File: src/hw/evq_pkg.sv
// constants and carrier types for the capture fifo, quadrature and event flag block
`default_nettype none
package evq_pkg;
	localparam logic [15:0] ADDR_CTRL = 16'h7420;
	localparam logic [15:0] ADDR_FILL = 16'h7422;
	localparam logic [15:0] ADDR_TOP0 = 16'h7423;
	localparam logic [15:0] ADDR_BOT0 = 16'h7427;
	localparam logic [15:0] ADDR_MASK_A = 16'h742c;
	localparam logic [15:0] ADDR_MASK_B = 16'h742d;
	localparam logic [15:0] ADDR_MASK_C = 16'h742e;
	localparam logic [15:0] ADDR_FLAG_A = 16'h742f;
	localparam logic [15:0] ADDR_FLAG_B = 16'h7430;
	localparam logic [15:0] ADDR_FLAG_C = 16'h7431;
	localparam int CC_RESET = 15;
	localparam int CC_QSEL = 13;
	localparam int CC_CAP3EN = 12;
	localparam int CC_T3SEL = 10;
	localparam int CC_T12SEL = 9;
	localparam int CC_EDGE1 = 6;
	localparam int FILL_LO = 8;
	localparam logic [15:0] CC_WMASK = 16'h77fc;
	localparam logic [1:0] QSEL_CAP = 2'h1;
	localparam logic [1:0] QSEL_QUAD = 2'h3;
	localparam logic [1:0] FILL_EMPTY = 2'h0;
	localparam logic [1:0] FILL_ONE = 2'h1;
	localparam logic [1:0] FILL_TWO = 2'h2;
	localparam logic [1:0] FILL_LOST = 2'h3;
	localparam logic [15:0] FLAG_A_BITS = 16'h078f;
	localparam logic [15:0] FLAG_B_BITS = 16'h000f;
	localparam logic [15:0] FLAG_C_BITS = 16'h0007;
	localparam logic [15:0] MASK_A_RST = 16'h0001;
	localparam int BIT_PDP = 0;
	localparam int BIT_CMP1 = 1;
	localparam int BIT_T1P = 7;
	localparam int BIT_UF = 2;
	localparam int NO_GAP = 16;
	localparam logic [7:0] VEC_PDP = 8'h20;
	localparam logic [7:0] VEC_T1P = 8'h27;
	localparam logic [7:0] VEC_T2P = 8'h2b;
	localparam logic [7:0] VEC_CAP1 = 8'h33;
	localparam logic [15:0] CNT_ZERO = 16'h0000;
	localparam logic [15:0] CNT_MAX = 16'hffff;

	typedef struct packed {
		logic [15:0] addr;
		logic [15:0] wdata;
		logic wr;
		logic rd;
	} evq_bus_t;

	typedef struct packed {
		logic [15:0] count;
		logic [15:0] compare;
		logic [15:0] period;
	} evq_timer_t;

	typedef struct packed {
		logic power_protect;
		logic [2:0] compare;
	} evq_event_t;

	typedef struct packed {
		logic count_pulse;
		logic dir_up;
	} evq_quad_t;

	typedef struct packed {
		logic [2:0] req;
		logic [2:0][7:0] vector;
	} evq_irq_t;

	typedef struct packed {
		logic [15:0] ctrl;
		logic [2:0][1:0] fill;
		logic [2:0][15:0] top;
		logic [2:0][15:0] bot;
		logic [15:0] mask_a;
		logic [15:0] mask_b;
		logic [15:0] mask_c;
		logic [15:0] flag_a;
		logic [15:0] flag_b;
		logic [15:0] flag_c;
		logic [2:0] sync1;
		logic [2:0] sync2;
		logic [2:0] prev;
		logic [15:0] t1_prev;
		logic [15:0] t2_prev;
		logic [15:0] rdata;
		evq_irq_t irq;
		evq_quad_t quad;
	} evq_state_t;

	localparam evq_state_t ST_RESET = '{mask_a: MASK_A_RST, default: '0};
endpackage
`default_nettype wire

File: src/hw/evq_event_unit.sv
// capture fifos, quadrature decoder and grouped event flags with vector select
// How it works
// - three capture units each keep a two-entry fifo; top holds oldest value
// - reading the top entry moves the bottom value up
// - bottom read with status 10 or 11 sets status 01
// - bottom read with status 01 sets status 00
// - capture into empty fifo fills top, status 01; read empties it
// - capture with one entry fills bottom, status 10
// - read of two-entry fifo returns top, shifts bottom up, status 01
// - capture when full drops oldest, shifts, stores new, status 11
// - capture into non-empty fifo sets the unit's capture flag
// - quadrature mode decodes both shared pins and stops captures one and two
// - decoder supplies clock and direction to timer 2, set up by software
// - direction is up when input a leads, down when b leads
// - one count pulse per edge of either input, four per period
// - timer 2 keeps its own count and ignores its pins in this mode
// - timer flags on reaching 0000h, ffffh, compare or period
// - three flag groups, each with flag and mask registers
// - a flag requests an interrupt only when its mask bit is one
// - fixed vector and priority for every source
// - vector shown is the highest priority set and enabled source
// - flags stay until software writes one; no new request meanwhile
// - sixteen-bit flag registers, unused bits read zero, group a layout
// - control field 11 enables decoder and disables captures one and two
`timescale 1ns/1ps
`default_nettype none
module evq_event_unit
(
	input wire logic clock,
	input wire logic reset_n,
	input wire evq_pkg::evq_bus_t bus,
	output logic [15:0] rdata,
	input wire logic [2:0] cap_pin,
	input wire evq_pkg::evq_timer_t tim1,
	input wire evq_pkg::evq_timer_t tim2,
	input wire evq_pkg::evq_event_t events,
	output evq_pkg::evq_quad_t quad_out,
	output evq_pkg::evq_irq_t irq_out
);
	import evq_pkg::*;

	evq_state_t st;
	evq_state_t n;
	logic [2:0] rise;
	logic [2:0] fall;
	logic [2:0] cap;
	logic [2:0] cap_en;
	logic [2:0] cap_hit;
	logic [1:0] s;
	logic [1:0] edge_cfg;
	logic [15:0] val;
	logic [15:0] set_a;
	logic [15:0] set_b;
	logic [15:0] set_c;
	logic quad_on;
	logic edge_a;
	logic edge_b;

	// returns {overflow, underflow, compare, period}, only on a count change
	function automatic logic [3:0] timer_events(input evq_timer_t t, input logic [15:0] prev);
		logic chg;
		chg = t.count != prev;
		return {chg && t.count == CNT_MAX, chg && t.count == CNT_ZERO,
			chg && t.count == t.compare, chg && t.count == t.period};
	endfunction

	// lowest set bit has highest priority; gap marks where vector numbering jumps
	function automatic logic [7:0] pick_vector(input logic [15:0] p, input logic [7:0] lo,
		input logic [7:0] hi, input int gap);
		logic [7:0] v;
		v = '0;
		for (int i = 15; i >= 0; i--)
		begin
			if (p[i])
			begin
				v = (i >= gap) ? hi + 8'(i - gap) : lo + 8'(i);
			end
		end
		return v;
	endfunction

	always_comb
	begin
		n = st;
		cap = '0;
		cap_hit = '0;
		s = '0;
		edge_cfg = '0;
		val = '0;
		// pins pass two stages before any edge logic sees them
		n.sync1 = cap_pin;
		n.sync2 = st.sync1;
		n.prev = st.sync2;
		rise = st.sync2 & ~st.prev;
		fall = ~st.sync2 & st.prev;
		quad_on = st.ctrl[CC_QSEL +: 2] == QSEL_QUAD;
		cap_en = {st.ctrl[CC_CAP3EN], {2{st.ctrl[CC_QSEL +: 2] == QSEL_CAP}}};

		for (int u = 0; u < 3; u++)
		begin
			edge_cfg = st.ctrl[CC_EDGE1 - 2 * u +: 2];
			cap[u] = cap_en[u] && ((edge_cfg[0] && rise[u]) || (edge_cfg[1] && fall[u]));
			val = ((u == 2) ? st.ctrl[CC_T3SEL] : st.ctrl[CC_T12SEL]) ? tim1.count : tim2.count;
			s = st.fill[u];
			// a read in the same cycle as a capture is handled first
			if (bus.rd && bus.addr == ADDR_TOP0 + 16'(u))
			begin
				if (s == FILL_ONE)
				begin
					s = FILL_EMPTY;
				end
				else if (s != FILL_EMPTY)
				begin
					n.top[u] = st.bot[u];
					s = FILL_ONE;
				end
			end
			if (bus.rd && bus.addr == ADDR_BOT0 + 16'(u))
			begin
				if (s == FILL_ONE)
				begin
					s = FILL_EMPTY;
				end
				else if (s != FILL_EMPTY)
				begin
					s = FILL_ONE;
				end
			end
			if (cap[u])
			begin
				cap_hit[u] = s != FILL_EMPTY;
				if (s == FILL_EMPTY)
				begin
					n.top[u] = val;
					s = FILL_ONE;
				end
				else if (s == FILL_ONE)
				begin
					n.bot[u] = val;
					s = FILL_TWO;
				end
				else
				begin
					// oldest value is lost; status remembers it
					n.top[u] = n.bot[u];
					n.bot[u] = val;
					s = FILL_LOST;
				end
			end
			n.fill[u] = s;
			// a software write of the status beats a capture
			if (bus.wr && bus.addr == ADDR_FILL)
			begin
				n.fill[u] = bus.wdata[FILL_LO + 2 * u +: 2];
			end
		end

		if (bus.wr && bus.addr == ADDR_CTRL)
		begin
			n.ctrl = bus.wdata & CC_WMASK;
			// writing zero to the reset bit wipes all fifo contents
			if (!bus.wdata[CC_RESET])
			begin
				n.top = '0;
				n.bot = '0;
				n.fill = '0;
			end
		end

		// timer 2 runs on these pulses from its own count; its pins are not used
		edge_a = st.sync2[0] ^ st.prev[0];
		edge_b = st.sync2[1] ^ st.prev[1];
		n.quad.count_pulse = quad_on && (edge_a ^ edge_b);
		if (quad_on && (edge_a ^ edge_b))
		begin
			// a simultaneous change on both pins is invalid and dropped
			n.quad.dir_up = st.sync2[0] ^ st.prev[1];
		end
		// timer flags fire only when a count arrives at a match, not while it rests there
		n.t1_prev = tim1.count;
		n.t2_prev = tim2.count;

		set_a = '0;
		set_a[BIT_PDP] = events.power_protect;
		set_a[BIT_CMP1 +: 3] = events.compare;
		set_a[BIT_T1P +: 4] = timer_events(tim1, st.t1_prev);
		set_b = {12'h000, timer_events(tim2, st.t2_prev)};
		set_c = {13'h0000, cap_hit};

		// flags clear on a written one; a new event in that cycle wins
		n.flag_a = ((st.flag_a & ~((bus.wr && bus.addr == ADDR_FLAG_A) ? bus.wdata : 16'h0000))
			| set_a) & FLAG_A_BITS;
		n.flag_b = ((st.flag_b & ~((bus.wr && bus.addr == ADDR_FLAG_B) ? bus.wdata : 16'h0000))
			| set_b) & FLAG_B_BITS;
		n.flag_c = ((st.flag_c & ~((bus.wr && bus.addr == ADDR_FLAG_C) ? bus.wdata : 16'h0000))
			| set_c) & FLAG_C_BITS;
		if (bus.wr && bus.addr == ADDR_MASK_A)
		begin
			n.mask_a = bus.wdata & FLAG_A_BITS;
		end
		if (bus.wr && bus.addr == ADDR_MASK_B)
		begin
			n.mask_b = bus.wdata & FLAG_B_BITS;
		end
		if (bus.wr && bus.addr == ADDR_MASK_C)
		begin
			n.mask_c = bus.wdata & FLAG_C_BITS;
		end

		// request is a level per group; an uncleared flag cannot pulse again
		n.irq.req[0] = |(n.flag_a & n.mask_a);
		n.irq.req[1] = |(n.flag_b & n.mask_b);
		n.irq.req[2] = |(n.flag_c & n.mask_c);
		n.irq.vector[0] = pick_vector(n.flag_a & n.mask_a, VEC_PDP, VEC_T1P, BIT_T1P);
		n.irq.vector[1] = pick_vector(n.flag_b & n.mask_b, VEC_T2P, VEC_T2P, NO_GAP);
		n.irq.vector[2] = pick_vector(n.flag_c & n.mask_c, VEC_CAP1, VEC_CAP1, NO_GAP);

		n.rdata = '0;
		if (bus.rd)
		begin
			case (bus.addr)
				ADDR_CTRL: n.rdata = st.ctrl;
				ADDR_FILL: n.rdata = {2'h0, st.fill, 8'h00};
				ADDR_MASK_A: n.rdata = st.mask_a;
				ADDR_MASK_B: n.rdata = st.mask_b;
				ADDR_MASK_C: n.rdata = st.mask_c;
				ADDR_FLAG_A: n.rdata = st.flag_a;
				ADDR_FLAG_B: n.rdata = st.flag_b;
				ADDR_FLAG_C: n.rdata = st.flag_c;
				default: n.rdata = '0;
			endcase
			for (int u = 0; u < 3; u++)
			begin
				if (bus.addr == ADDR_TOP0 + 16'(u))
				begin
					n.rdata = st.top[u];
				end
				if (bus.addr == ADDR_BOT0 + 16'(u))
				begin
					n.rdata = st.bot[u];
				end
			end
		end
	end

	always_ff @(posedge clock or negedge reset_n)
	begin
		if (!reset_n)
		begin
			st <= ST_RESET;
		end
		else
		begin
			st <= n;
		end
	end

	assign rdata = st.rdata;
	assign quad_out = st.quad;
	assign irq_out = st.irq;

	// unit three stands for all three fifos; it is the one the bench drives
	wire logic quiet2 = !bus.wr && !cap[2];

	a_top_pop: assert property (@(posedge clock) disable iff (!reset_n)
		bus.rd && bus.addr == ADDR_TOP0 + 16'h0002 && st.fill[2] == FILL_TWO && quiet2
		|=> st.fill[2] == FILL_ONE && st.top[2] == $past(st.bot[2]))
		else $error("top read of full fifo did not shift");
	a_bot_read_one: assert property (@(posedge clock) disable iff (!reset_n)
		bus.rd && bus.addr == ADDR_BOT0 + 16'h0002 && st.fill[2] == FILL_ONE && quiet2
		|=> st.fill[2] == FILL_EMPTY)
		else $error("bottom read did not empty fifo");
	a_bot_read_lost: assert property (@(posedge clock) disable iff (!reset_n)
		bus.rd && bus.addr == ADDR_BOT0 + 16'h0002 && st.fill[2] == FILL_LOST && quiet2
		|=> st.fill[2] == FILL_ONE)
		else $error("bottom read did not leave one entry");
	a_first_cap: assert property (@(posedge clock) disable iff (!reset_n)
		cap[2] && st.fill[2] == FILL_EMPTY && !bus.rd && !bus.wr
		|=> st.fill[2] == FILL_ONE
		&& st.top[2] == $past(st.ctrl[CC_T3SEL] ? tim1.count : tim2.count))
		else $error("first capture not stored in top");
	a_overrun: assert property (@(posedge clock) disable iff (!reset_n)
		cap[2] && st.fill[2] == FILL_TWO && !bus.rd && !bus.wr
		|=> st.fill[2] == FILL_LOST && st.top[2] == $past(st.bot[2]))
		else $error("overrun capture mishandled");
	a_cap_flag: assert property (@(posedge clock) disable iff (!reset_n)
		cap[2] && st.fill[2] != FILL_EMPTY && !bus.rd |=> st.flag_c[2])
		else $error("capture flag not set");
	a_quad_blocks: assert property (@(posedge clock) disable iff (!reset_n)
		quad_on && !bus.rd && !bus.wr |=> $stable(st.fill[1:0]))
		else $error("capture ran in quadrature mode");
	a_quad_pulse: assert property (@(posedge clock) disable iff (!reset_n)
		quad_on && st.sync2[0] != st.prev[0] && st.sync2[1] == st.prev[1]
		|=> st.quad.count_pulse)
		else $error("quadrature edge gave no pulse");
	a_quad_dir: assert property (@(posedge clock) disable iff (!reset_n)
		st.quad.count_pulse && $past(st.sync2[0]) && !$past(st.prev[0]) && !$past(st.sync2[1])
		|-> st.quad.dir_up)
		else $error("a leading b did not count up");
	a_flag_hold: assert property (@(posedge clock) disable iff (!reset_n)
		st.flag_c[0] && !(bus.wr && bus.addr == ADDR_FLAG_C && bus.wdata[0]) |=> st.flag_c[0])
		else $error("flag cleared without a write of one");
	a_mask_off: assert property (@(posedge clock) disable iff (!reset_n)
		(st.mask_b == 16'h0000) [*2] |-> !st.irq.req[1])
		else $error("masked flag raised a request");
	a_vector_top: assert property (@(posedge clock) disable iff (!reset_n)
		$past(bus.wr) == 1'b0 && st.flag_a[BIT_PDP] && st.mask_a[BIT_PDP] && $past(st.flag_a[BIT_PDP])
		&& $past(st.mask_a[BIT_PDP]) |-> st.irq.vector[0] == VEC_PDP)
		else $error("wrong vector for highest source");
	a_timer_uf: assert property (@(posedge clock) disable iff (!reset_n)
		tim2.count == CNT_ZERO && st.t2_prev != CNT_ZERO |=> st.flag_b[BIT_UF])
		else $error("timer underflow flag missing");
	a_flag_zero: assert property (@(posedge clock) disable iff (!reset_n)
		$past(bus.rd) && $past(bus.addr) == ADDR_FLAG_A |-> st.rdata[15:11] == 5'h00)
		else $error("unused flag bits read nonzero");
	a_second_cap: assert property (@(posedge clock) disable iff (!reset_n)
		cap[2] && st.fill[2] == FILL_ONE && !bus.rd && !bus.wr
		|=> st.fill[2] == FILL_TWO
		&& st.bot[2] == $past(st.ctrl[CC_T3SEL] ? tim1.count : tim2.count))
		else $error("second capture not stored in bottom");
	a_first_quiet: assert property (@(posedge clock) disable iff (!reset_n)
		cap[2] && st.fill[2] == FILL_EMPTY && !bus.rd && !bus.wr && !st.flag_c[2]
		|=> !st.flag_c[2])
		else $error("capture into empty fifo set its flag");
	a_top_data: assert property (@(posedge clock) disable iff (!reset_n)
		bus.rd && bus.addr == ADDR_TOP0 + 16'h0002 |=> st.rdata == $past(st.top[2]))
		else $error("top read returned wrong value");
	a_flag_clear: assert property (@(posedge clock) disable iff (!reset_n)
		bus.wr && bus.addr == ADDR_FLAG_C && bus.wdata[2] && !cap[2] |=> !st.flag_c[2])
		else $error("written one did not clear flag");
	a_cap_blocked: assert property (@(posedge clock) disable iff (!reset_n)
		quad_on |-> cap[1:0] == 2'b00)
		else $error("shared pins captured in quadrature mode");
	a_quad_idle: assert property (@(posedge clock) disable iff (!reset_n)
		!quad_on |=> !st.quad.count_pulse)
		else $error("decoder counted while disabled");
	a_sync_path: assert property (@(posedge clock) disable iff (!reset_n)
		st.sync2 == $past(st.sync1))
		else $error("pin synchroniser skipped a stage");
	a_flag_unused: assert property (@(posedge clock) disable iff (!reset_n)
		st.flag_a[15:11] == 5'h00 && st.flag_a[6:4] == 3'h0
		&& st.flag_b[15:4] == 12'h000 && st.flag_c[15:3] == 13'h0)
		else $error("unused flag bit set");
	a_mask_unused: assert property (@(posedge clock) disable iff (!reset_n)
		st.mask_a[15:11] == 5'h00 && st.mask_a[6:4] == 3'h0
		&& st.mask_b[15:4] == 12'h000 && st.mask_c[15:3] == 13'h0)
		else $error("unused mask bit set");
	a_req_a: assert property (@(posedge clock) disable iff (!reset_n)
		st.irq.req[0] == |(st.flag_a & st.mask_a))
		else $error("group a request disagrees with flags");
	a_req_c: assert property (@(posedge clock) disable iff (!reset_n)
		st.irq.req[2] == |(st.flag_c & st.mask_c))
		else $error("group c request disagrees with flags");
	a_vector_cmp: assert property (@(posedge clock) disable iff (!reset_n)
		st.flag_a[3:0] == 4'ha && st.mask_a[1] |-> st.irq.vector[0] == VEC_PDP + 8'h01)
		else $error("compare one vector not chosen");
	a_vector_t2: assert property (@(posedge clock) disable iff (!reset_n)
		st.flag_b[3:0] == 4'h8 && st.mask_b[3] |-> st.irq.vector[1] == VEC_T2P + 8'h03)
		else $error("timer 2 overflow vector wrong");
	a_vector_c: assert property (@(posedge clock) disable iff (!reset_n)
		st.flag_c[2:0] == 3'h4 && st.mask_c[2] |-> st.irq.vector[2] == VEC_CAP1 + 8'h02)
		else $error("capture 3 vector wrong");
	a_vector_none: assert property (@(posedge clock) disable iff (!reset_n)
		(st.flag_b & st.mask_b) == 16'h0000 |-> st.irq.vector[1] == 8'h00)
		else $error("vector shown with no enabled flag");

	c_overrun: cover property (@(posedge clock) disable iff (!reset_n) st.fill[2] == FILL_LOST);
	c_quad_down: cover property (@(posedge clock) disable iff (!reset_n)
		st.quad.count_pulse && !st.quad.dir_up);
	c_irq_c: cover property (@(posedge clock) disable iff (!reset_n) st.irq.req[2]);
	c_pop_cap: cover property (@(posedge clock) disable iff (!reset_n)
		cap[2] && bus.rd && bus.addr == ADDR_TOP0 + 16'h0002);
endmodule
`default_nettype wire

File: config.mk
export PLATFORM = sky130hd
export DESIGN_NAME = evq_event_unit
export DESIGN_NICKNAME = d
export VERILOG_FILES = /design/src/hw/evq_pkg.sv /design/src/hw/evq_event_unit.sv
export SDC_FILE = /design/constraint.sdc
export NUM_CORES = 1
export LEC_CHECK = 0
export BUFFER_PORTS_ARGS = -buffer_cell sky130_fd_sc_hd__buf_2
export CORE_ASPECT_RATIO = 0.8
export CORE_MARGIN = 2
export CORE_UTILIZATION = 55
export CTS_BUF_LIST = sky130_fd_sc_hd__clkbuf_4 sky130_fd_sc_hd__clkbuf_8 sky130_fd_sc_hd__clkbuf_16
export DETAILED_ROUTE_END_ITERATION = 12
export PLACE_DENSITY_LB_ADDON = 0.2
export SYNTH_ARGS = -nofsm -noshare
export SYNTH_HDL_FRONTEND = slang
export SYNTH_SLANG_ARGS = --single-unit
export TNS_END_PERCENT = 10
File: constraint.sdc
create_clock -name clock -period 2.71 [get_ports clock]
set_clock_uncertainty 0.2 [all_clocks]
set_input_delay 0 -clock clock [delete_from_list [all_inputs] [get_ports clock]]
set_output_delay 0 -clock clock [all_outputs]
set_load 0.01 [all_outputs]
# Word level (Yosys, flattened, before mapping)
# Cells that the tools add are included.
dict set report totals {
  register_bits 263
  out_inout_bits 45
  wordCells 256
}
dict set report classes {
  n_eq_ne 33
  n_mux 123
  bitwise_logic 20
  n_reduce_logical 52
}
# op n
set ops {}
lappend ops {{16-bit 2-to-1 mux} 36}
lappend ops {{8-bit 2-to-1 mux} 45}
lappend ops {{16-bit by 15-bit equality test with 1-bit output (second input constant)} 14}
lappend ops {{102-bit 2-to-1 mux} 2}
lappend ops {{16-bit one-hot mux with 8 select lines} 1}
lappend ops {{16-bit equality test} 4}
lappend ops {{2-bit 2-to-1 mux} 27}
lappend ops {{16-bit OR reduction} 3}
lappend ops {{16-bit equality test (second input constant)} 2}
lappend ops {{1-bit logical AND} 32}
lappend ops {{16-bit logical NOT} 2}
lappend ops {{16-bit inequality test} 2}
lappend ops {{2-bit by 1-bit equality test with 1-bit output (second input constant)} 10}
lappend ops {{2-bit nonzero test} 9}
lappend ops {{11-bit by 16-bit AND with 16-bit output} 1}
lappend ops {{3-bit by 16-bit AND with 16-bit output} 1}
lappend ops {{4-bit by 16-bit AND with 16-bit output} 1}
lappend ops {{6-bit 2-to-1 mux} 2}
lappend ops {{11-bit AND} 1}
lappend ops {{11-bit 2-to-1 mux} 1}
lappend ops {{11-bit inverter} 1}
lappend ops {{11-bit bitwise OR} 1}
lappend ops {{3-bit AND} 3}
lappend ops {{3-bit inverter} 3}
lappend ops {{other kinds (12)} 24}

# Depth between registers and ports, before layout
# Gate-level depths: netlist of the first run.
dict set report logic_depth {
  ltp_word 28
  mapped_depth 10
}

# Least setup slack after synthesis of the first run
# Ideal clock, no wire load.
dict set report synth_path {
  path_type {in2reg}
  startpoint {in bus[33] (netlist bit)}
  endpoint {reg st, in the netlist irq_out[11]}
  setup_time_ps 139
  t_arrival_ps 2146
  setup_slack_ps 225
  path_stages 7
  path_buffers 1
  path_cell_list {or4b_4 > buf_6 > nor4_4 > nand3_4 > mux2_4 > a222oi_1 > nand2_1}
}
# item line_no
set synth_rtl {}
lappend synth_rtl {{start: declaration} evq_event_unit.sv:31} ;# input wire evq_pkg::evq_bus_t bus,
lappend synth_rtl {{end signal: assignment} evq_event_unit.sv:254} ;# st <= n;
lappend synth_rtl {{end: declaration} evq_event_unit.sv:42} ;# evq_state_t st;

==> results.md, run 1 <==
- Run status: finished clean
- FFs w/ async S/R, synth: 1.00
- P_sw: 1.84 mW
- TritonRoute pass-1 iters: 6
- Post-synthesis cell type count: 83
- Max_cap viols: 0
- Vias per cell: 6.48
- First-pass GRT wire length: 67800 um
- Chip Height: 139 um
- WL met2: 19500 um
- Maximum VDD drop: 0.000425 V
- Power per cell area: 486 nW/um^2
- IO Port Bufs: 174
- Hold Path Class: in2reg
- Post-Route Setup TNS: 0 ps
- CTS Sinks: 219
- #FFs+latches synth: 219
- Seq pwr share: 0.450
- Comb power frac: 0.104
- Worst skew pair latency: 530 ps
- Share of cells above drive strength 1: 0.249
- DR iter-0 viols: 1442
- Highest Signal Layer: met4
- CTS tree: yes
- Synth Instances: 1209
- Met1 wire length: 18200 um
- Die area: 23800 sq um
- FMAX: 0.385 GHz
- Total chip power: 7.52 mW
- Final instance area: 15500 sq um
- DRC errors left: 0
- Synthesized cell area: 12400 sq um
- Final setup viols: 0
- # nets final: 1595
- RSZ-0062 raised after global routing: no
- Worst EP required: 2910 ps
- GRT Residual Overflow: 0
- Synth warn: 0
- Total core area: 22300 sq um
- Max FO, Critical Path: 4
- Final ANT Viol Nets: 0
- Most frequent cells in the layout: 218 x dfrtp_1, 173 x buf_2, 87 x dlygate4sd3_1
- Fin Hold WS: 16.1 ps
- DR WL met3: 5460 um
- H-tree depth: 1
- Reg2reg start: st[72]$_DFF_PN0_
- Antenna diodes: 0
- Switch share: 0.244
- Hold path start: tim2[0]
- Post-synth top flop: dfrtp_1
- Most common cell after layout, fill and taps aside: dfrtp_1
- Die Width: 172 um
- Clock root buffer: clkbuf_16
- Slew @ Worst Pin: 798 ps
- Setup crit end kind: flop
- Placed Instance Area: 13800 sq um
- Setup bufs post-CTS: 0
- Vias in the first global route: 11250
- Tot GR Track Use: 0.375
- Largest net degree at the start of global routing: 88
- P_int: 5.69 mW
- Syn_area_per_cell: 10.3 sq um
- Vias: 11495
- Clock Path Buffers: 3
- Cell row count: 49
- Final hold vios: 0
- GP Congestion: 0.992
- Wirelength, routed: 44600 um
- WS Path Type: reg2reg
- Crit path time final: 2600 ps
- CP startpoint kind: flop
- Total CTS buffers: 23
- Clock share of power: 0.446
- Starting density of the core: 0.557
- Post-synth EDFFs: 0
- Final slew viol count: 0
- Reg clk slew, reported paths: 70 ps
- WL/cell: 25.2 um
- I/O Pins: 184
- Tcrit/Tclk final: 0.959
- Hpwl dp: 30800 um
- Worst EP arrival: 2800 ps
- Relative slew slack: 0.453
- Fillers: 1702
- Fin util: 0.694
- Crit path launch: st[72]$_DFF_PN0_
- Register area share after synthesis: 0.441
- Leakage: 6.80 nW
- Layout area overhead: 24.5%
- Initial antenna violation count: 0
## synthesized netlist by cell type, types with 5 or more instances
cell | n | area, sq um
a221oi_1 | 13 | 114
mux2i_1 | 73 | 731
nor4_4 | 5 | 106
nand2_1 | 43 | 161
and3_1 | 9 | 56.3
xor2_1 | 33 | 289
a22o_1 | 19 | 166
dfrtp_1 | 218 | 5460
a41o_1 | 16 | 160
a22oi_1 | 19 | 143
a21boi_0 | 5 | 37.5
and2_1 | 8 | 50.1
nor2_1 | 74 | 278
a221o_1 | 9 | 90.1
nand3_1 | 23 | 115
nand2b_1 | 12 | 75.1
clkbuf_1 | 76 | 285
a21oi_1 | 39 | 195
o22ai_1 | 18 | 113
o21ai_0 | 43 | 215
buf_1 | 7 | 26.3
nand4_1 | 34 | 213
o22a_1 | 13 | 114
or2_2 | 5 | 31.3
mux2_2 | 21 | 236
inv_1 | 30 | 113
a222oi_1 | 9 | 90.1
buf_4 | 50 | 375
nor3_1 | 8 | 40.0
buf_2 | 6 | 30.0
a211o_1 | 5 | 43.8
a31oi_1 | 11 | 68.8
a2bb2oi_1 | 9 | 78.8
nor4_1 | 25 | 156
and4_1 | 7 | 61.3
a211oi_1 | 68 | 510
xnor2_1 | 65 | 569
## per-layer routing
| layer | vias to the layer above | global-route usage |
|---|---|---|
| li1 | 4960 | - |
| met1 | 5638 | 0.549 |
| met2 | 794 | 0.552 |
| met3 | 103 | 0.0913 |
| met4 | 0 | 0.114 |
| met5 | - | 0 |
## stage by stage
stage	setup slack (ps)	cells
2_1_floorplan	225	1217
3_3_place_gp	-10.9	1646
3_5_place_dp	-40.8	1646
4_1_cts	160	1773
5_1_grt	6.19	1773
6_report	112	1773
## worst max-delay path: stages (launching register included)
cell           delay (ps)
dfrtp_1               380
xor2_1                160
nor4_1                350
nand4_1               350
a22oi_1               330
inv_1                 120
dlygate4sd3_1         590
## path summary, 6_finish.rpt
path                                     end  slack (ps)  cells past startpoint
setup / recovery           st[126]$_DFF_PN0_         110                      6
hold / removal             st[102]$_DFF_PN0_          20                      6
setup reg to reg           st[126]$_DFF_PN0_         110                      6
hold reg to reg              n[78]$_DFF_PN0_         160                      0
max in group asynchronous  st[240]$_DFF_PN0_        1130                      4
min in group asynchronous    n[80]$_DFF_PN0_         410                      3
## flip-flops by register name, summed over array words and instances, names as in the netlist
name / cells
irq_out: 16
cap_en: 1
st: 176
rdata: 16
n: 6
edge_cfg: 2
quad_out: 2
## logic make-up after synthesis
| family | after synthesis | synth area share |
|---|---|---|
| other | 1 | 0.000301 |
| DFF | 219 | 0.441 |
| and+or+nand+nor | 286 | 0.133 |
| adders and majority gates | 4 | 0.00402 |
| xor gates and xnor gates | 98 | 0.0690 |
| buffers and inverters | 172 | 0.0688 |
| AOI/OAI and AO/OA | 332 | 0.203 |
| muxes | 97 | 0.0820 |
## what timing repair did
item,4_1_cts,5_1_grt
hold buffers,87,0
gates resized for setup,0,2
endpoints found under the hold margin,385,0
setup endpoints to repair,0,6
## cell type report
type                            count  area [sq um]  share of cell area
Timing Repair Buffer              351          2550               0.165
Clock buffer                       34           677              0.0437
Sequential cell                   219          5480               0.354
Tap cell                          306           383              0.0247
Clock inverter                      6           109             0.00703
Inverter                           31           116             0.00752
Multi-Input combinational cell    826          6160               0.398
## power groups by stage
stage	clock [mW]	sequential, mW	combinational [mW]
finish	3.36	3.39	0.782
global route	3.50	3.39	0.840
CTS	3.36	3.38	0.761
detailed placement	0	3.44	0.674
global placement	0	3.44	0.664
floorplan	0	3.43	0.350
Power figures use the tool's default switching activity.
==> inputs of run 2 (changes only) <==
--- a/config.mk
+++ b/config.mk
@@ -12,6 +12,7 @@
 export CTS_BUF_LIST = sky130_fd_sc_hd__clkbuf_4 sky130_fd_sc_hd__clkbuf_8 sky130_fd_sc_hd__clkbuf_16
 export DETAILED_ROUTE_END_ITERATION = 12
 export PLACE_DENSITY_LB_ADDON = 0.2
+export SETUP_SLACK_MARGIN = 0.15
 export SYNTH_ARGS = -nofsm -noshare
 export SYNTH_HDL_FRONTEND = slang
 export SYNTH_SLANG_ARGS = --single-unit
==> run 2 against run 1 <==
  * Die area stayed put
  * Worst setup slack improved by 40 ps
  * Global-route usage is the same
  * Power is 0.30% higher
  * Largest power group unchanged
  * Maximum frequency grew 1.6%
  * Critical path type unchanged
  * Combinational power up 1%
  * Via count grew 0.31%
  * Non-clock buffer count rose by 7
  * Wire length is 0.52% higher
  * Clock power about the same
  * Sequential power is essentially flat
  * Cell count is 0.39% higher
==> results.md, run 2 (synthesis results as in run 1) <==
- Run status: finished clean
- Reg2reg start: st[72]$_DFF_PN0_
- CTS Sinks: 219 (unchanged)
- Vias: 11531 (+0.31%)
- Power per cell area: 484 nW/um^2 (-0.31%)
- Reg-to-Reg End: irq_out[5]$_DFF_PN0_
- Hpwl dp: 30800 um (unchanged)
- Final ANT Viol Nets: 0 (unchanged)
- Hold Path Class: in2reg
- RSZ-0062 raised after global routing: yes
- Total chip power: 7.55 mW (+0.30%)
- I/O Pins: 184 (unchanged)
- Register area: 5480 sq um (unchanged)
- First-pass GRT wire length: 67800 um (unchanged)
- R2R depth: 8 (+2)
- Largest register FFs: 176 (unchanged)
- FMAX: 0.391 GHz (+1.6%)
- Final slew viol count: 0 (unchanged)
- M1 GR Usage: 0.549 (unchanged)
- Layout Cells excl Fill: 1780 (+0.39%)
- H-tree depth: 1 (unchanged)
- Reg clk slew, reported paths: 70 ps (about the same)
- Fin util: 0.698 (+0.00421)
- Starting density of the core: 0.557 (unchanged)
- CTS tree: yes
- Met3 Use GR: 0.0913 (unchanged)
- Worst EP required: 2910 ps (about the same)
- Leakage: 6.85 nW (+0.69%)
- CP startpoint kind: flop
- Initial antenna violation count: 0 (unchanged)
- Clock root buffer: clkbuf_16
- DR iter-0 viols: 1396 (-3.2%)
- Clock Path Buffers: 3 (unchanged)
- WS Path Type: reg2reg
- CP max stage delay: 380 ps (-210 ps)
- Final hold vios: 0 (unchanged)
- TritonRoute pass-1 iters: 8 (+2)
- Most frequent cells in the layout: 218 x dfrtp_1, 170 x buf_2, 87 x dlygate4sd3_1, 87 x buf_4, 74 x nor2_1
- Number of cells on the worst hold path: 6 (unchanged)
- Gr busiest metal: met2
- Share of cells above drive strength 1: 0.256 (+0.00696)
- DRC errors left: 0 (unchanged)
- Placed Instance Area: 13800 sq um (unchanged)
- Most flops, register: st
- Placed Instances: 1646 (unchanged)
- GRT Residual Overflow: 0 (unchanged)
- Max_cap viols: 0 (unchanged)
- Vias per cell: 6.48 (about the same)
- Final instance area: 15600 sq um (+0.61%)
- Most common cell after layout, fill and taps aside: dfrtp_1
- Max FO, Critical Path: 3 (-1)
- Hold path start: bus[22]
- Wirelength, routed: 44900 um (+0.52%)
- Antenna diodes: 0 (unchanged)
- Worst EP arrival: 2750 ps (-50 ps)
- Tot GR Track Use: 0.375 (unchanged)
- Met2 usage: 0.552 (unchanged)
- Chip Height: 139 um (unchanged)
- Total core area: 22300 sq um (unchanged)
- R2R setup slack: 150 ps (+40 ps)
- Layout area overhead: 25.2%
- Maximum VDD drop: 0.000429 V (+0.96%)
- Largest net degree at the start of global routing: 88 (unchanged)
- Vias in the first global route: 11250 (unchanged)
- Tcrit/Tclk final: 0.944 (-0.0147)
- Setup crit end kind: flop
- Hold EP: st[153]$_DFF_PN0_
- Die area: 23800 sq um (unchanged)
- Die Width: 172 um (unchanged)
- GP Congestion: 0.992 (unchanged)
- IO Port Bufs: 174 (unchanged)
- Worst Path Buf+Inv: 2 (unchanged)
- Crit path time final: 2560 ps (-39.9 ps)
- Cell row count: 49 (unchanged)
- WL/cell: 25.2 um (+0.12%)
- Multi-input gate area: 6200 sq um (+0.55%)
- Slew @ Worst Pin: 791 ps (-7.20 ps)
- Slowest stage cell, crit path: dfrtp_1
- Final setup viols: 0 (unchanged)
- Worst skew pair latency: 530 ps (about the same)
- Fillers: 1696 (-0.35%)
- Post-Route Setup TNS: 0 ps (unchanged)
- Top delay family on crit path: simple AND/OR/NAND/NOR gates
- Total CTS buffers: 23 (unchanged)
- # nets final: 1602 (+0.44%)
- Relative slew slack: 0.458 (+0.00494)
- Crit path launch: st[72]$_DFF_PN0_
- Crit path cell chain: xor2_1 -> nor4_1 -> nand4_1 -> buf_4 -> a22o_1 -> a222oi_1 -> buf_4 -> nand4_1
run 2: changes by cell type in the layout (fill, tap and decap cells not counted), sizes merged:
cell    delta
clkbuf     +3
buf        +4
run 2: power by group:
group	total (mW)	switching, mW	leakage [nW]	internal, mW
combinational	0.791	0.449	3.72	0.342
sequential	3.39	0.0507	2.73	3.34
clock	3.37	1.36	0.397	2.01
run 2: layout make-up:
type,count,area share
Sequential cell,219,0.352
Timing Repair Buffer,358,0.168
Clock inverter,6,0.00699
Tap cell,306,0.0246
Clock buffer,34,0.0435
Multi-Input combinational cell,826,0.398
Inverter,31,0.00747
run 2: through the flow:
stage	hold WS, ps	setup slack [ps]
final	16.4	152
after global routing	48.4	35.2
after CTS	1.67	160
after detailed placement	-138	-40.8
after global placement	-138	-10.9
after floorplan	-496	225
run 2: how the worst max path moves through the flow:
stage | slack (ps) | to | cells past startpoint
global placement | -10 | rdata[3]$_DFF_PN0_ | 8
CTS | 160 | irq_out[0]$_DFF_PN0_ | 7
floorplan | 230 | irq_out[11]$_DFF_PN0_ | 7
finish | 150 | irq_out[5]$_DFF_PN0_ | 8
detailed placement | -40 | irq_out[16]$_DFF_PN0_ | 8
global route | 40 | irq_out[2]$_DFF_PN0_ | 9
run 2: metal layers:
layer  vias to the layer above  routed length, um
met3                       119               5200
met5                         -                  0
met1                      5623              18600
met2                       810              19500
li1                       4979                  -
met4                         0               1520
run 2: tightest hold or removal path: stages:
cell	delay [ps]
buf_2	90
or4b_4	160
buf_4	130
nor4_4	50
nand3_4	110
mux2_4	170
run 2: repair_timing:
action,in CTS,in global routing
endpoints found under the hold margin,385,0
setup endpoints to repair,0,29
hold buffers,87,0
gates resized for setup,0,11
setup buffers,0,7
==> inputs of run 3 (changes only) <==
--- a/config.mk
+++ b/config.mk
@@ -6,9 +6,11 @@
 export NUM_CORES = 1
 export LEC_CHECK = 0
 export BUFFER_PORTS_ARGS = -buffer_cell sky130_fd_sc_hd__buf_2
+export CELL_PAD_IN_SITES_DETAIL_PLACEMENT = 1
+export CELL_PAD_IN_SITES_GLOBAL_PLACEMENT = 1
 export CORE_ASPECT_RATIO = 0.8
 export CORE_MARGIN = 2
-export CORE_UTILIZATION = 55
+export CORE_UTILIZATION = 45
 export CTS_BUF_LIST = sky130_fd_sc_hd__clkbuf_4 sky130_fd_sc_hd__clkbuf_8 sky130_fd_sc_hd__clkbuf_16
 export DETAILED_ROUTE_END_ITERATION = 12
 export PLACE_DENSITY_LB_ADDON = 0.2
==> constraint.sdc (replaced) <==
create_clock -name clock -period 2.71 [get_ports clock]
set_clock_uncertainty 0.2 [all_clocks]
set_input_delay 0.542 -clock clock [delete_from_list [all_inputs] [get_ports clock]]
set_output_delay 0.542 -clock clock [all_outputs]
set_load 0.01 [all_outputs]
==> run 3 against run 2 <==
  * The run now ends with negative setup slack left
  * Register-to-register slack lost 70 ps
  * Utilization is 9.3 points lower
  * Cell count grew 6.8%
  * Clock power increased by 4%
  * Wire length rose by 19%
  * Non-clock buffer count increased by 58
  * Sequential share of layout area decreased by 1.9 points
  * Power up 2.1%
  * First-iteration DRC count down 12%
  * Design area grew 5.8%
  * Critical path depth rose by 1
  * Largest power group is now clock
==> results.md, run 3 (synthesis results as in run 1) <==
- Worst skew pair latency: 540 ps (about the same)
- Vias in the first global route: 12629 (+12%)
- Crit path cell chain: buf_6 -> or4b_4 -> buf_12 -> or4_4 -> o32a_1 -> a21bo_4 -> nand2_2 -> buf_4 -> nor3b_2
- Clock Path Buffers: 3 (unchanged)
- Wirelength, routed: 53300 um (+19%)
- Worst EP arrival: 2990 ps (+240 ps)
- DR iter-0 viols: 1235 (-12%)
- H-tree depth: 1 (unchanged)
- Largest register FFs: 176 (unchanged)
- CP startpoint kind: primary input
- Max_cap viols: 0 (unchanged)
- Power per cell area: 467 nW/um^2 (-3.6%)
- Reg clk slew, reported paths: 60 ps (about the same)
- CTS tree: yes
- WS Path Type: in2reg
- Clock share of power: 0.453 (+0.006)
- Placed Instance Area: 14900 sq um (+8.2%)
- Hold Path Class: in2reg
- CP max stage delay: 580 ps (+200 ps)
- Die Width: 190 um (+10%)
- Vias: 12121 (+5.1%)
- Worst EP required: 2960 ps (+50 ps)
- Leakage: 7.43 nW (+8.6%)
- Run status: finished, violations left
- Max FO, Critical Path: 5 (+2)
- Setup crit end kind: flop
- Fin worst setup slack: -28.6 ps (-180 ps)
- GP Congestion: 0.926 (-6.7%)
- RSZ-0062 raised after global routing: yes
- Pre-CTS WS: -656 ps (-615 ps)
- DRC errors left: 0 (unchanged)
- Fin Hold WS: 39.6 ps (+23.2 ps)
- Most common cell after layout, fill and taps aside: dfrtp_1
- P_int: 5.72 mW (+0.55%)
- CTS Sinks: 219 (unchanged)
- Failing checks: negative setup slack
- Largest net degree at the start of global routing: 78 (-11%)
- WL met2: 24200 um (+24%)
- Final setup viols: 2 (+2)
- P_sw: 1.98 mW (+6.7%)
- Top delay family on crit path: simple AND/OR/NAND/NOR gates
- Maximum VDD drop: 0.000416 V (-3.1%)
- Chip Height: 153 um (+10%)
- Starting density of the core: 0.457 (-0.101)
- GRT Residual Overflow: 0 (unchanged)
- Vias per cell: 6.38 (-1.6%)
- Final ANT Viol Nets: 0 (unchanged)
- Tcrit/Tclk final: 1.01 (+0.0665)
- Seq pwr share: 0.440 (-0.009)
- Initial antenna violation count: 0 (unchanged)
- Final instance area: 16500 sq um (+5.8%)
- Worst Path Buf+Inv: 3 (+1)
- I/O Pins: 184 (unchanged)
- TritonRoute pass-1 iters: 7 (-1)
- Clock root buffer: clkbuf_16
- Most frequent cells in the layout: 218 x dfrtp_1, 204 x buf_4, 169 x buf_2
- Antenna diodes: 0 (unchanged)
- Total CTS buffers: 25 (+8.7%)
- DR WL met3: 5030 um (-3.2%)
- Final hold vios: 0 (unchanged)
- Highest Signal Layer: met4
- Slew @ Worst Pin: 730 ps (-61.4 ps)
- Tot GR Track Use: 0.351 (-0.0243)
- Slowest stage cell, crit path: or4_4
- Layout area overhead: 32.5%
- WL/cell: 28.1 um (+11%)
- Total core area: 27200 sq um (+22%)
- Cell row count: 54 (+10%)
- IO Port Bufs: 174 (unchanged)
- Switch share: 0.257 (+0.0112)
- Most flops, register: st
- Relative slew slack: 0.509 (+0.0515)
- Die area: 29000 sq um (+22%)
- Final slew viol count: 0 (unchanged)
- FMAX: 0.365 GHz (-6.6%)
- Share of cells above drive strength 1: 0.372 (+0.116)
- Comb power frac: 0.107 (+0.002)
- Crit path time final: 2740 ps (+180 ps)
- # nets final: 1662 (+3.7%)
- First-pass GRT wire length: 77000 um (+14%)
- Met1 wire length: 21800 um (+17%)
- Hpwl dp: 36900 um (+20%)
## run 3: worst paths after layout
kind / slack [ps] / to / cells past startpoint / from
hold reg to reg: 150 / n[79]$_DFF_PN0_ / 0 / n[82]$_DFF_PN0_
setup reg to reg: 80 / irq_out[24]$_DFF_PN0_ / 8 / st[75]$_DFF_PN0_
min in group asynchronous: 390 / st[288]$_DFFE_PN0P_ / 2 / reset_n
setup / recovery: -30 / irq_out[3]$_DFF_PN0_ / 9 / bus[26]
max in group asynchronous: 1150 / st[234]$_DFF_PN0_ / 3 / reset_n
hold / removal: 40 / st[290]$_DFFE_PN0P_ / 2 / bus[8]
## run 3: layout make-up
type | instances | area [sq um]
Inverter | 31 | 116
Clock buffer | 38 | 767
Fill cell | 2941 | 10700
Clock inverter | 7 | 71.3
Sequential cell | 219 | 5480
Tap cell | 364 | 455
Multi-Input combinational cell | 826 | 6560
Timing Repair Buffer | 416 | 3030
## run 3: power by group through the flow
stage               registers (mW)  clock network [mW]  logic (mW)
floorplan                     3.43                   0       0.351
global placement              3.44                   0       0.743
finish                        3.39                3.49       0.822
detailed placement            3.45                   0       0.768
global route                  3.40                3.63       0.877
CTS                           3.39                3.50       0.796
## run 3: what timing repair did
item	in CTS	in global routing
setup buffers	8	10
pin swaps	42	47
setup endpoints to repair	50	78
resized for setup	59	64
hold buffers	4	0
hold endpoints to repair	73	0
## run 3: stage by stage
step           power (mW)   util  TNS, ps  cells
2_1_floorplan        3.78      -   -13020   1217
3_3_place_gp         4.19  0.549   -34490   1834
3_5_place_dp         4.21  0.549   -40990   1834
4_1_cts              7.69  0.592     -170   1891
5_1_grt              7.90  0.605     -252   1901
6_report             7.70  0.605    -46.4   1901
## run 3: metal layers
metal  up-vias  track usage
li1       5104            -
met1      6187        0.478
met2       672        0.532
met3       158       0.0921
met4         0        0.142
met5         -            0
